### src/verilog/hbc_consts.svh
// register map, field positions and reset values of the sleep and wake controller
//
// Operation
// - with low-battery detect enabled, a low backup supply sets the low-battery raw flag
// - with abort also enabled, a sleep request is refused while battery is low
// - battery level is ignored while sleeping
// - a 32-bit seconds counter steps once per second
// - a predivider counts reference ticks down to make the seconds pulse
// - trim value is the divide count one second in 64; nominal 0x7fff
// - two match registers compare with the counter; wake when asleep, else interrupt
// - counter runs only when enabled; a load write replaces the count anytime
// - counter keeps running asleep or awake while counter and reference clock are enabled with good backup supply
// - 64 retained 32-bit words, read and written through the data window
// - regulator-off output asserts while asleep, released on a wake event
// - pin wake enable lets the wake pin end sleep; match wake enable a match
// - after wake the raw status still shows the wake cause
// - pin, match and low-battery events are ORed into one interrupt
// - raw status shows all events; masked status only the enabled ones
// - writing one to clear register drops that event; mask selects interrupt sources
// - control bit 2 selects oscillator when set, crystal divided by 128 when clear
// - the reference enable bit survives a wake and stays readable
// - write-done clears when a slow write starts, sets when it completes
// - system reset clears registers only when counter and pin wake are both off
`ifndef HBC_CONSTS_SVH
`define HBC_CONSTS_SVH

`define HBC_AW            9
`define HBC_OFS_COUNT     9'h000
`define HBC_OFS_MATCH0    9'h004
`define HBC_OFS_MATCH1    9'h008
`define HBC_OFS_LOAD      9'h00c
`define HBC_OFS_CTL       9'h010
`define HBC_OFS_MASK      9'h014
`define HBC_OFS_RAW       9'h018
`define HBC_OFS_MASKED    9'h01c
`define HBC_OFS_CLEAR     9'h020
`define HBC_OFS_TRIM      9'h024
`define HBC_OFS_DATA_LO   9'h030
`define HBC_OFS_DATA_HI   9'h12c

// control register fields
`define HBC_CTL_RUN       0
`define HBC_CTL_REQ       1
`define HBC_CTL_SEL       2
`define HBC_CTL_MWAKE     3
`define HBC_CTL_PWAKE     4
`define HBC_CTL_LBEN      5
`define HBC_CTL_CLKEN     6
`define HBC_CTL_ABORT     7
`define HBC_CTL_DONE      31

// event bits in raw, mask, masked and clear registers
`define HBC_EV_W          4
`define HBC_EV_M0         0
`define HBC_EV_M1         1
`define HBC_EV_LOWBATT_FLAG     2
`define HBC_EV_PIN        3

`define HBC_MATCH_RST     32'hffffffff
`define HBC_LOAD_RST      32'hffffffff
`define HBC_COUNT_RST     32'h00000000
`define HBC_TRIM_W        16
`define HBC_TRIM_RST      16'h7fff
`define HBC_DIV_NOMINAL   16'h7fff
`define HBC_TRIM_SECOND   6'h00
`define HBC_XTAL_LAST     7'h7f
`define HBC_WORDS         64

`endif

### src/verilog/hbc_pkg.sv
// shared types of the sleep and wake controller
package hbc_pkg;
   typedef enum logic {hbc_awake, hbc_asleep} hbc_state_e;
   typedef logic [5:0] hbc_index_t;
endpackage

### src/verilog/hbc_ref_tick.sv
// reference tick source: oscillator edge or crystal divided by 128
`include "hbc_consts.svh"
module hbc_ref_tick (
   // clock and reset
   input  wire logic core_clk,
   input  wire logic wipe,
   // control
   input  wire logic ref_clock_en,
   input  wire logic ref_select,
   // reference inputs, already synchronous
   input  wire logic ref_osc_in,
   input  wire logic xtal_in,
   // one-cycle pulse per 32.768 kHz period
   output logic      ref_tick
);
   logic       osc_q;
   logic       xtal_q;
   logic [6:0] xtal_div;
   logic       osc_rise;
   logic       xtal_rise;

   assign osc_rise  = ref_osc_in & ~osc_q;
   assign xtal_rise = xtal_in & ~xtal_q;

   always_ff @(posedge core_clk) begin
      if (wipe) begin
         osc_q  <= 1'b0;
         xtal_q <= 1'b0;
      end else begin
         osc_q  <= ref_osc_in;
         xtal_q <= xtal_in;
      end
   end

   always_ff @(posedge core_clk) begin
      if (wipe || !ref_clock_en) begin
         xtal_div <= 7'h00;
      end else if (xtal_rise) begin
         xtal_div <= xtal_div + 7'h01;
      end
   end

   // crystal path only ticks once every 128 crystal edges
   always_ff @(posedge core_clk) begin
      if (wipe || !ref_clock_en) begin
         ref_tick <= 1'b0;
      end else if (ref_select) begin
         ref_tick <= osc_rise;
      end else begin
         ref_tick <= xtal_rise && (xtal_div == `HBC_XTAL_LAST);
      end
   end
endmodule

### src/verilog/hbc_rtc_core.sv
// predivider with trim and the 32-bit seconds counter
`include "hbc_consts.svh"
module hbc_rtc_core (
   // clock and reset
   input  wire logic                   core_clk,
   input  wire logic                   wipe,
   // timing and control
   input  wire logic                   ref_tick,
   input  wire logic                   run,
   input  wire logic [`HBC_TRIM_W-1:0] trim,
   // counter load
   input  wire logic                   load_stb,
   input  wire logic [31:0]            load_val,
   // counter state
   output logic [31:0]                 count,
   output logic                        count_step
);
   logic [`HBC_TRIM_W-1:0] prediv;
   logic [5:0]             second_idx;
   logic                   second_end;

   assign second_end = run && ref_tick && (prediv == '0);

   // the trimmed count is used for one second in each 64
   always_ff @(posedge core_clk) begin
      if (wipe) begin
         prediv     <= `HBC_DIV_NOMINAL;
         second_idx <= 6'h00;
      end else if (second_end) begin
         second_idx <= second_idx + 6'h01;
         if (second_idx + 6'h01 == `HBC_TRIM_SECOND) begin
            prediv <= trim;
         end else begin
            prediv <= `HBC_DIV_NOMINAL;
         end
      end else if (run && ref_tick) begin
         prediv <= prediv - 16'h0001;
      end
   end

   // a load beats a tick in the same cycle; the new value is what software wants
   always_ff @(posedge core_clk) begin
      if (wipe) begin
         count      <= `HBC_COUNT_RST;
         count_step <= 1'b0;
      end else if (load_stb) begin
         count      <= load_val;
         count_step <= 1'b1;
      end else if (second_end) begin
         count      <= count + 32'h00000001;
         count_step <= 1'b1;
      end else begin
         count_step <= 1'b0;
      end
   end
endmodule

### src/verilog/hbc_hibernate_ctrl.sv
// top of the sleep and wake controller: registers, retained words, sleep sequencing
//
// The strobed register port was decided locally.
`include "hbc_consts.svh"
module hbc_hibernate_ctrl (
   // clock and resets
   input  wire logic              core_clk,
   input  wire logic              nrst,
   input  wire logic              power_lost,
   // register port
   input  wire logic [`HBC_AW-1:0] reg_addr,
   input  wire logic [31:0]       reg_wdata,
   input  wire logic              reg_wr,
   input  wire logic              reg_rd,
   output logic [31:0]            reg_rdata,
   // reference clock pins
   input  wire logic              ref_osc_in,
   input  wire logic              xtal_in,
   // supply and wake pins
   input  wire logic              backup_ok,
   input  wire logic              lowbatt_in,
   input  wire logic              wake_n,
   // regulator control, open drain, and interrupt
   output logic                   regulator_off_out,
   output logic                   regulator_off_oe,
   output logic                   event_irq
);
   logic                   counter_en;
   logic                   ref_select;
   logic                   match_wake_en;
   logic                   pin_wake_en;
   logic                   lowbatt_detect_en;
   logic                   ref_clock_en;
   logic                   lowbatt_abort_en;
   logic                   write_pending;
   logic [31:0]            match_zero;
   logic [31:0]            match_one;
   logic [31:0]            counter_load;
   logic [`HBC_TRIM_W-1:0] predivider_trim;
   logic [`HBC_EV_W-1:0]   event_mask;
   logic [`HBC_EV_W-1:0]   raw_event_status;
   logic [`HBC_EV_W-1:0]   ev_set;
   logic [31:0]            retained_words [`HBC_WORDS];
   logic                   wake_n_q;
   hbc_pkg::hbc_state_e    state;
   logic                   wipe;
   logic                   ref_tick;
   logic                   run;
   logic [31:0]            count;
   logic                   count_step;
   logic                   ev_m0;
   logic                   ev_m1;
   logic                   wake_hit;
   logic                   wr_ctl;
   logic                   wr_slow;
   logic                   load_stb;
   logic                   sleep_refused;
   logic [31:0]            next_rdata;

   function automatic logic is_data(input logic [`HBC_AW-1:0] a);
      is_data = (a >= `HBC_OFS_DATA_LO) && (a <= `HBC_OFS_DATA_HI) && (a[1:0] == 2'b00);
   endfunction

   function automatic hbc_pkg::hbc_index_t data_index(input logic [`HBC_AW-1:0] a);
      logic [`HBC_AW-1:0] rel;
      rel = a - `HBC_OFS_DATA_LO;
      data_index = rel[7:2];
   endfunction

   // registers survive a system reset while the counter or pin wake is armed
   assign wipe = power_lost || (!nrst && !(counter_en || pin_wake_en));

   assign wr_ctl   = reg_wr && (reg_addr == `HBC_OFS_CTL);
   assign load_stb = reg_wr && (reg_addr == `HBC_OFS_LOAD);
   assign wr_slow  = reg_wr && ((reg_addr == `HBC_OFS_MATCH0) ||
                                (reg_addr == `HBC_OFS_MATCH1) ||
                                (reg_addr == `HBC_OFS_LOAD)   ||
                                (reg_addr == `HBC_OFS_TRIM)   ||
                                is_data(reg_addr));
   assign run = counter_en && ref_clock_en && backup_ok;

   hbc_ref_tick u_ref_tick (
      .core_clk     (core_clk),
      .wipe         (wipe),
      .ref_clock_en (ref_clock_en),
      .ref_select   (ref_select),
      .ref_osc_in   (ref_osc_in),
      .xtal_in      (xtal_in),
      .ref_tick     (ref_tick)
   );

   hbc_rtc_core u_rtc_core (
      .core_clk   (core_clk),
      .wipe       (wipe),
      .ref_tick   (ref_tick),
      .run        (run),
      .trim       (predivider_trim),
      .load_stb   (load_stb),
      .load_val   (reg_wdata),
      .count      (count),
      .count_step (count_step)
   );

   // a match only counts when the counter has just moved onto the value
   assign ev_m0 = count_step && (count == match_zero);
   assign ev_m1 = count_step && (count == match_one);

   assign wake_hit = (pin_wake_en && !wake_n) ||
                     (match_wake_en && (ev_m0 || ev_m1));

   // abort uses the enables in the same write, since software sets them together
   assign sleep_refused = reg_wdata[`HBC_CTL_LBEN] && reg_wdata[`HBC_CTL_ABORT] &&
                          lowbatt_in;

   // control register
   always_ff @(posedge core_clk) begin
      if (wipe) begin
         counter_en        <= 1'b0;
         ref_select        <= 1'b0;
         match_wake_en     <= 1'b0;
         pin_wake_en       <= 1'b0;
         lowbatt_detect_en <= 1'b0;
         ref_clock_en      <= 1'b0;
         lowbatt_abort_en  <= 1'b0;
      end else if (wr_ctl) begin
         counter_en        <= reg_wdata[`HBC_CTL_RUN];
         ref_select        <= reg_wdata[`HBC_CTL_SEL];
         match_wake_en     <= reg_wdata[`HBC_CTL_MWAKE];
         pin_wake_en       <= reg_wdata[`HBC_CTL_PWAKE];
         lowbatt_detect_en <= reg_wdata[`HBC_CTL_LBEN];
         ref_clock_en      <= reg_wdata[`HBC_CTL_CLKEN];
         lowbatt_abort_en  <= reg_wdata[`HBC_CTL_ABORT];
      end
   end

   // slow-domain registers take the value at once; the done flag paces software
   always_ff @(posedge core_clk) begin
      if (wipe) begin
         match_zero      <= `HBC_MATCH_RST;
         match_one       <= `HBC_MATCH_RST;
         counter_load    <= `HBC_LOAD_RST;
         predivider_trim <= `HBC_TRIM_RST;
         event_mask      <= '0;
      end else if (reg_wr) begin
         if (reg_addr == `HBC_OFS_MATCH0) begin
            match_zero <= reg_wdata;
         end
         if (reg_addr == `HBC_OFS_MATCH1) begin
            match_one <= reg_wdata;
         end
         if (reg_addr == `HBC_OFS_LOAD) begin
            counter_load <= reg_wdata;
         end
         if (reg_addr == `HBC_OFS_TRIM) begin
            predivider_trim <= reg_wdata[`HBC_TRIM_W-1:0];
         end
         if (reg_addr == `HBC_OFS_MASK) begin
            event_mask <= reg_wdata[`HBC_EV_W-1:0];
         end
      end
   end

   // write-done is low from a slow write until the next reference tick
   always_ff @(posedge core_clk) begin
      if (wipe) begin
         write_pending <= 1'b0;
      end else if (wr_slow) begin
         write_pending <= 1'b1;
      end else if (ref_tick) begin
         write_pending <= 1'b0;
      end
   end

   // retained words have no reset: their content must outlive every reset
   always_ff @(posedge core_clk) begin
      if (reg_wr && is_data(reg_addr)) begin
         retained_words[data_index(reg_addr)] <= reg_wdata;
      end
   end

   // sleep sequencing
   always_ff @(posedge core_clk) begin
      if (wipe) begin
         state <= hbc_pkg::hbc_awake;
      end else begin
         unique case (state)
            hbc_pkg::hbc_awake: begin
               if (wr_ctl && reg_wdata[`HBC_CTL_REQ] && !sleep_refused) begin
                  state <= hbc_pkg::hbc_asleep;
               end
            end
            hbc_pkg::hbc_asleep: begin
               if (wake_hit) begin
                  state <= hbc_pkg::hbc_awake;
               end
            end
         endcase
      end
   end

   // open-drain regulator control: pulled low while asleep, released otherwise
   always_ff @(posedge core_clk) begin
      if (wipe) begin
         regulator_off_out <= 1'b0;
         regulator_off_oe  <= 1'b0;
      end else begin
         regulator_off_out <= 1'b0;
         regulator_off_oe  <= (state == hbc_pkg::hbc_awake) ?
                              (wr_ctl && reg_wdata[`HBC_CTL_REQ] && !sleep_refused) :
                              !wake_hit;
      end
   end

   // event sources
   always_comb begin
      ev_set                = '0;
      ev_set[`HBC_EV_M0]    = ev_m0;
      ev_set[`HBC_EV_M1]    = ev_m1;
      ev_set[`HBC_EV_LOWBATT_FLAG] = lowbatt_detect_en && lowbatt_in &&
                               (state == hbc_pkg::hbc_awake);
      ev_set[`HBC_EV_PIN]   = pin_wake_en && wake_n_q && !wake_n;
   end

   always_ff @(posedge core_clk) begin
      if (wipe) begin
         wake_n_q <= 1'b1;
      end else begin
         wake_n_q <= wake_n;
      end
   end

   // a new event wins over a clear in the same cycle
   always_ff @(posedge core_clk) begin
      if (wipe) begin
         raw_event_status <= '0;
      end else if (reg_wr && (reg_addr == `HBC_OFS_CLEAR)) begin
         raw_event_status <= (raw_event_status & ~reg_wdata[`HBC_EV_W-1:0]) |
                             ev_set;
      end else begin
         raw_event_status <= raw_event_status | ev_set;
      end
   end

   // single request line; held off while asleep since the processor is unpowered
   always_ff @(posedge core_clk) begin
      if (wipe) begin
         event_irq <= 1'b0;
      end else begin
         event_irq <= (|(raw_event_status & event_mask)) &&
                      (state == hbc_pkg::hbc_awake);
      end
   end

   // read path
   always_comb begin
      next_rdata = '0;
      if (is_data(reg_addr)) begin
         next_rdata = retained_words[data_index(reg_addr)];
      end else begin
         unique case (reg_addr)
            `HBC_OFS_COUNT:  next_rdata = count;
            `HBC_OFS_MATCH0: next_rdata = match_zero;
            `HBC_OFS_MATCH1: next_rdata = match_one;
            `HBC_OFS_LOAD:   next_rdata = counter_load;
            `HBC_OFS_CTL: begin
               next_rdata[`HBC_CTL_RUN]   = counter_en;
               next_rdata[`HBC_CTL_REQ]   = (state == hbc_pkg::hbc_asleep);
               next_rdata[`HBC_CTL_SEL]   = ref_select;
               next_rdata[`HBC_CTL_MWAKE] = match_wake_en;
               next_rdata[`HBC_CTL_PWAKE] = pin_wake_en;
               next_rdata[`HBC_CTL_LBEN]  = lowbatt_detect_en;
               next_rdata[`HBC_CTL_CLKEN] = ref_clock_en;
               next_rdata[`HBC_CTL_ABORT] = lowbatt_abort_en;
               next_rdata[`HBC_CTL_DONE]  = !write_pending;
            end
            `HBC_OFS_MASK:   next_rdata[`HBC_EV_W-1:0] = event_mask;
            `HBC_OFS_RAW:    next_rdata[`HBC_EV_W-1:0] = raw_event_status;
            `HBC_OFS_MASKED: next_rdata[`HBC_EV_W-1:0] =
                                raw_event_status & event_mask;
            `HBC_OFS_TRIM:   next_rdata[`HBC_TRIM_W-1:0] = predivider_trim;
            default:         next_rdata = '0;
         endcase
      end
   end

   always_ff @(posedge core_clk) begin
      if (wipe) begin
         reg_rdata <= '0;
      end else if (reg_rd) begin
         reg_rdata <= next_rdata;
      end else begin
         reg_rdata <= '0;
      end
   end
endmodule

### config.mk
export PLATFORM = sky130hd
export DESIGN_NAME = hbc_hibernate_ctrl
export DESIGN_NICKNAME = d
export VERILOG_FILES = /design/src/verilog/hbc_pkg.sv /design/src/verilog/hbc_ref_tick.sv /design/src/verilog/hbc_rtc_core.sv /design/src/verilog/hbc_hibernate_ctrl.sv
export VERILOG_INCLUDE_DIRS = /design/src /design/src/verilog
export SDC_FILE = /design/constraint.sdc
export NUM_CORES = 2
export LEC_CHECK = 0
export ABC_AREA = 1
export BUFFER_PORTS_ARGS = -buffer_cell sky130_fd_sc_hd__buf_2
export CAP_MARGIN = 20
export CORE_ASPECT_RATIO = 0.9
export CORE_UTILIZATION = 35
export CTS_CLUSTER_SIZE = 24
export DETAILED_ROUTE_END_ITERATION = 16
export PLACE_DENSITY = 0.57
export SLEW_MARGIN = 40
export SYNTH_ARGS = -nofsm -noshare
export SYNTH_HDL_FRONTEND = slang
export SYNTH_SLANG_ARGS = --single-unit
### constraint.sdc
create_clock -name core_clk -period 5.5 [get_ports core_clk]
set_input_delay 0.825 -clock core_clk [delete_from_list [all_inputs] [get_ports core_clk]]
set_output_delay 0.825 -clock core_clk [all_outputs]
set_load 0.02 [all_outputs]
# After elaboration in Yosys (flattened, before gate mapping)
# Memories as Yosys holds them, arrays and structs flattened.
# Index checks and enable logic that the tools add are counted.
# W data, S select, Z words.
[word_totals]
wordCells = 137
n_memories = 1
out_inout_bits = 35
mem_bits_rw = 2048
register_bits = 229
in_bits = 51
[memory_table]
columns = ["name", "depth", "word_bits", "rd", "rd_clocked_by_memory_dff", "write_ports", "line_no", "text"]
rows = [
  ["retained_words", 64, 32, 1, 0, 1, "hbc_hibernate_ctrl.sv:43", "logic [31:0] retained_words [`HBC_WORDS];"],
]
[classes]
bitwise = 11
addsub = 5
mux = 23
magnitude_cmp = 2
eq_ne = 12
reduce_logical = 56
[op_table]
columns = ["op", "n"]
rows = [
  ["$mux W32", 3],
  ["$eq A32 B32 Y1", 2],
  ["$pmux W15 S4", 1],
  ["$mux W16", 3],
  ["$pmux W8 S5", 1],
  ["$eq A9 B5 Y1 const B", 4],
  ["$pmux W4 S9", 1],
  ["$add A32 B1 Y32 const B", 1],
  ["$logic_and A1 B1 Y1", 26],
  ["$pmux W4 S6", 1],
  ["$eq A9 B4 Y1 const B", 2],
  ["$eq A9 B6 Y1 const B", 2],
  ["$logic_not A16 Y1", 1],
  ["$sub A16 B1 Y16 const B", 1],
  ["$mux W1", 10],
  ["$reduce_and A2 Y1", 5],
  ["$eq A9 B3 Y1 const B", 1],
  ["$ge A9 B6 Y1 const B", 1],
  ["$le A9 B9 Y1 const B", 1],
  ["$logic_not A9 Y1", 1],
  ["$logic_or A1 B1 Y1", 9],
  ["$and A4 B4 Y4", 2],
  ["$or A4 B4 Y4", 2],
  ["$sub A8 B6 Y8 const B", 1],
  ["15 further kinds", 27],
]

# Depth between registers and ports, before layout
[depth]
word_depth = 7
mapped_depth = 17

# By module
# A second synthesis with hierarchy kept.
[hier_totals]
cells_unflattened = 8101
area_unflattened_um2 = 91958.2
[modules_own_cells]
columns = ["mod", "cells_each", "area_each_um2", "instances", "seq_area_each_um2"]
rows = [
  ["hbc_hibernate_ctrl", 7390, 87612.8, 1, 64762.1],
  ["hbc_rtc_core", 647, 3858.7, 1, 1101.1],
  ["hbc_ref_tick", 64, 486.7, 1, 200.2],
]

# Worst setup path after synthesis
# OpenSTA, ideal clock, no wires.
[synth_path]
path_kind = "input -> register"
from = "input reg_addr[4]"
to = "memory retained_words[44][0] (enable)"
setup_time_ns = 0.421
arrival_ns = 4.108
cell_stages = 12
path_buffers = 6
path_slack_ns = 0.971
path_cell_list = "buf_6 -> inv_1 -> buf_2 -> buf_2 -> buf_2 -> ha_1 -> buf_2 -> clkinv_1 -> nor2_1 -> buf_2 -> inv_1 -> nor2_1"
[synth_via]
elab_chain_len = 6
elab_cells_between_ends = 8
[synth_lines]
columns = ["element", "line_no", "text"]
rows = [
  ["from (decl)", "hbc_hibernate_ctrl.sv:11", "input wire logic [`HBC_AW-1:0] reg_addr,"],
  ["$ge A9 B6 Y1 (no source line) or $le A9 B9 Y1 (tied branches)", "-", ""],
  ["$logic_and A1 B1 Y1 (2 in a row)", "hbc_hibernate_ctrl.sv:61", "is_data = (a >= `HBC_OFS_DATA_LO) && (a <= `HBC_OFS_DATA_HI) && (a[1:0] == 2'b00);"],
  ["$logic_and A1 B1 Y1", "hbc_hibernate_ctrl.sv:176", "if (reg_wr && is_data(reg_addr)) begin"],
  ["$mux W1", "hbc_hibernate_ctrl.sv:176", ""],
  ["$mux W1 (not written as such)", "hbc_hibernate_ctrl.sv:177", "retained_words[data_index(reg_addr)] <= reg_wdata;"],
  ["to (decl)", "hbc_hibernate_ctrl.sv:43", ""],
]
# Parallel ways exist; a longest one is shown, timed or not.

# Final worst setup path
[layout_path]
from = "input reg_addr[2]"
to = "register match_one[18]"
[layout_via]
elab_chain_len = 2
[layout_lines]
columns = ["element", "line_no", "text"]
rows = [
  ["$eq A9 B4 Y1", "-", ""],
  ["$reduce_and A2 Y1 (no source line)", "-", ""],
  ["to (signal assigned)", "hbc_hibernate_ctrl.sv:140", "match_one <= `HBC_MATCH_RST;"],
  ["to (signal assigned)", "hbc_hibernate_ctrl.sv:149", "match_one <= reg_wdata;"],
  ["to (decl)", "hbc_hibernate_ctrl.sv:37", "logic [31:0] match_one;"],
]
# No other way between the ends.
# A chain may end at the register's enable or synchronous reset.

==> impl_metrics.tcl <==
set metrics [dict create \
    dominantRegCellSynth "edfxtp_1" \
    die_h_um 488.4 \
    num_vias 64760 \
    cts_buffer_depth 4 \
    r2r-end "u_rtc_core.count[18]" \
    ys_ff_latch 2276 \
    port_buffers 84 \
    synth_cells 8088 \
    maxCapViolCount 0 \
    final_cell_mix "2,739 x nand2_1, 2,048 x edfxtp_1, 462 x nand3_1" \
    final_antenna_net_count 0 \
    synthToLayoutAreaGrowth_pct 14.17 \
    reg2reg_depth 10 \
    grt_pass1_wl_um 450700 \
    fin_skew_ns 0.05285 \
    synth_cell_types 52 \
    final_common_cell "nand2_1" \
    holdBufCountCts 0 \
    htreeDepth 4 \
    rr_startpoint "u_ref_tick.ref_tick" \
    synth-edff-count 2048 \
    dieWidth_um 542.5 \
    post-dp-hpwl_um 191300 \
    finalSetupTns_ns 0 \
    crit_required_ns 6.20 \
    numCtsBuffers 226 \
    setup_ws_ns 1.684 \
    placed_cell_area_mm2 0.09809 \
    antenna_found_initial 29 \
    pre_cts_slack_ns 0.9736 \
    hold_path.class "in2reg" \
    worstSetupPathType "in2reg" \
    leakagePower_nw 37.82 \
    cp-endpoint "match_one[18]" \
    fin_util_pct 40.18 \
    crit_fanout 45 \
    root_buffer "clkbuf_16" \
    wire_per_inst_um 26.74 \
    grt_util_all_layers_pct 23.62 \
    arrival_ns 4.51 \
    grt_max_degree 117 \
    cts_setup_buffers 0 \
    outcome "complete, no violations" \
    fin_crit_sh_pct 69.38 \
    grt_pass1_vias 61150 \
    synthesis.area_mm2 0.09202 \
    cts-resized-gates 0 \
    grt-ovfl-total 0 \
    slew_viol_final 0 \
    critical_path.endpoint_type "flip-flop" \
    worstSetupStartpointType "input pin" \
    syn_area_per_cell_um2 11.38 \
    initial_core_util_pct 35.19 \
    power.density_mw_per_mm2 342.1 \
    nFillCells 24860 \
    drive_gt1_share_pct 9.068 \
    num_rows 178 \
    io_pins 86 \
    r2r_setup_slack_ns 2.16 \
    async_flop_share_pct 0 \
    yosys_warnings 0 \
    period_needed_ns 3.816 \
    slew_headroom_pct 40.98 \
    vias_per_cell 5.438 \
    setup_viol_count_final 0 \
    drc 0 \
    core_mm2 0.2615 \
    tritoncts "built" \
    drt_iter0_drc 9394 \
    ir_drop_mv 0.3036 \
    crit_start "reg_addr[2]" \
    insertion_delay_ns 0.88 \
    synth_nets 8149 \
    rsz0062_at_grt "false" \
    firstDrtPassIters 7 \
    nets 8278 \
    dieArea_mm2 0.2650 \
    finalInstanceArea_mm2 0.1051 \
    timing.fmax_ghz 0.2621 \
    tightest_slew_ns 0.8853 \
    path_clk_slew_ns 0.06 \
    place.gp.congestion 0.9664 \
    clock-sinks 2276 \
    synth_seq_area_share_pct 71.79 \
    hold_violations 0 \
    routed_wl_um 318400 \
]
-- cells in the mapped netlist (2+ instances only) --
cell type,n,share of area (%)
nand3b_1,5,0.041
o221ai_1,4,0.038
a211oi_1,10,0.082
o22ai_1,48,0.33
xor2_1,35,0.33
inv_2,12,0.049
nor4_1,4,0.027
nand2_2,14,0.095
o21ai_1,9,0.049
o211ai_1,107,0.87
nand4_1,411,2.8
a22oi_1,40,0.33
ha_1,10,0.14
o21ai_0,104,0.57
nor2_1,452,1.8
buf_2,268,1.5
buf_1,34,0.14
nand2_4,2,0.024
o2111ai_1,4,0.038
buf_4,15,0.12
edfxtp_1,2048,67
nand2_1,2740,11
clkbuf_1,112,0.46
nor3_1,30,0.16
inv_1,422,1.7
nor3b_1,2,0.016
o21a_1,2,0.016
xnor2_1,24,0.23
a21oi_1,371,2.0
buf_6,2,0.024
dfxtp_1,228,5.0
nand3_1,462,2.5
nor2_4,10,0.12
nor2_2,10,0.068
a22o_1,4,0.038
nand3_2,8,0.087
a31oi_1,8,0.054
clkinv_1,3,0.012
-- worst min path at each step --
stage                           start                     end  cells after the start
3_5_place_dp         counter_load[16]        counter_load[16]                      2
2_1_floorplan  u_ref_tick.xtal_div[6]  u_ref_tick.xtal_div[6]                      2
6_report                       wake_n                wake_n_q                      3
3_3_place_gp   u_ref_tick.xtal_div[6]  u_ref_tick.xtal_div[6]                      2
4_1_cts                        wake_n                wake_n_q                      3
5_1_grt                  reg_wdata[9]   retained_words[20][9]                      1
-- stage by stage --
step | hold WS, ns | instances | power (W)
2_1_floorplan | 0.4448 | 8088 | 0.02019
3_3_place_gp | 0.4588 | 11500 | 0.02141
3_5_place_dp | 0.4628 | 11500 | 0.02142
4_1_cts | 0.1792 | 11900 | 0.03602
5_1_grt | 0.2020 | 11900 | 0.03681
6_report | 0.2136 | 11910 | 0.03594
-- power breakdown --
part	switching, W	leakage [nW]	internal [W]
sequential	0.00000954	20.2	0.0188
combinational	0.00182	14.2	0.000448
clock	0.00660	3.37	0.00822
-- cells by family (layout without fill, tap and decap cells) --
family / count (synthesis) / count (layout) / synth area share [%]
fa+ha+maj: 10 / 10 / 0.1360
simple gates: 4156 / 4156 / 19.04
xor+xnor: 59 / 59 / 0.5616
other cells: 1 / 9 / 0.004075
flops: 2276 / 2276 / 71.79
compound gates: 714 / 714 / 4.453
buf+inv: 872 / 1176 / 4.010
-- registers in the layout, indices dropped and copies added, names as in the netlist, 6 cells and up --
name,count
retained_words,2048
match_zero,32
u_rtc_core.prediv,16
reg_rdata,32
counter_load,32
predivider_trim,16
u_ref_tick.xtal_div,7
match_one,32
u_rtc_core.second_idx,6
u_rtc_core.count,32
-- worst max-delay path: stages --
cell and delay [ns]:
buf_8 0.19, clkinv_8 0.27, buf_4 0.40, nand2_1 0.29
nor2_1 0.33, nand2_1 0.41, inv_2 0.46, nand2_2 0.56
buf_4 0.45, nand2_1 0.10, o211ai_1 0.08
-- routing by layer --
metal	GRT usage, %	up-vias	share of wire [%]
met4	7.234	14	3.2
met5	0	-	0.029
met3	6.076	556	12
met1	34.06	32060	42
li1	-	28380	-
met2	34.64	3758	43
-- area by class of cell --
class | instances | area [um^2] | share of cell area, %
sequential | 2276 | 66060 | 62.88
antenna | 8 | 20.02 | 0.01906
multi-input combinational | 4940 | 22790 | 21.70
timing repair buffer | 333 | 3209 | 3.055
clock inverter | 97 | 729.5 | 0.6943
tap | 3510 | 4392 | 4.180
inverter | 440 | 1688 | 1.607
clock buffer | 306 | 6160 | 5.863
(Power assumes the default switching activity.)
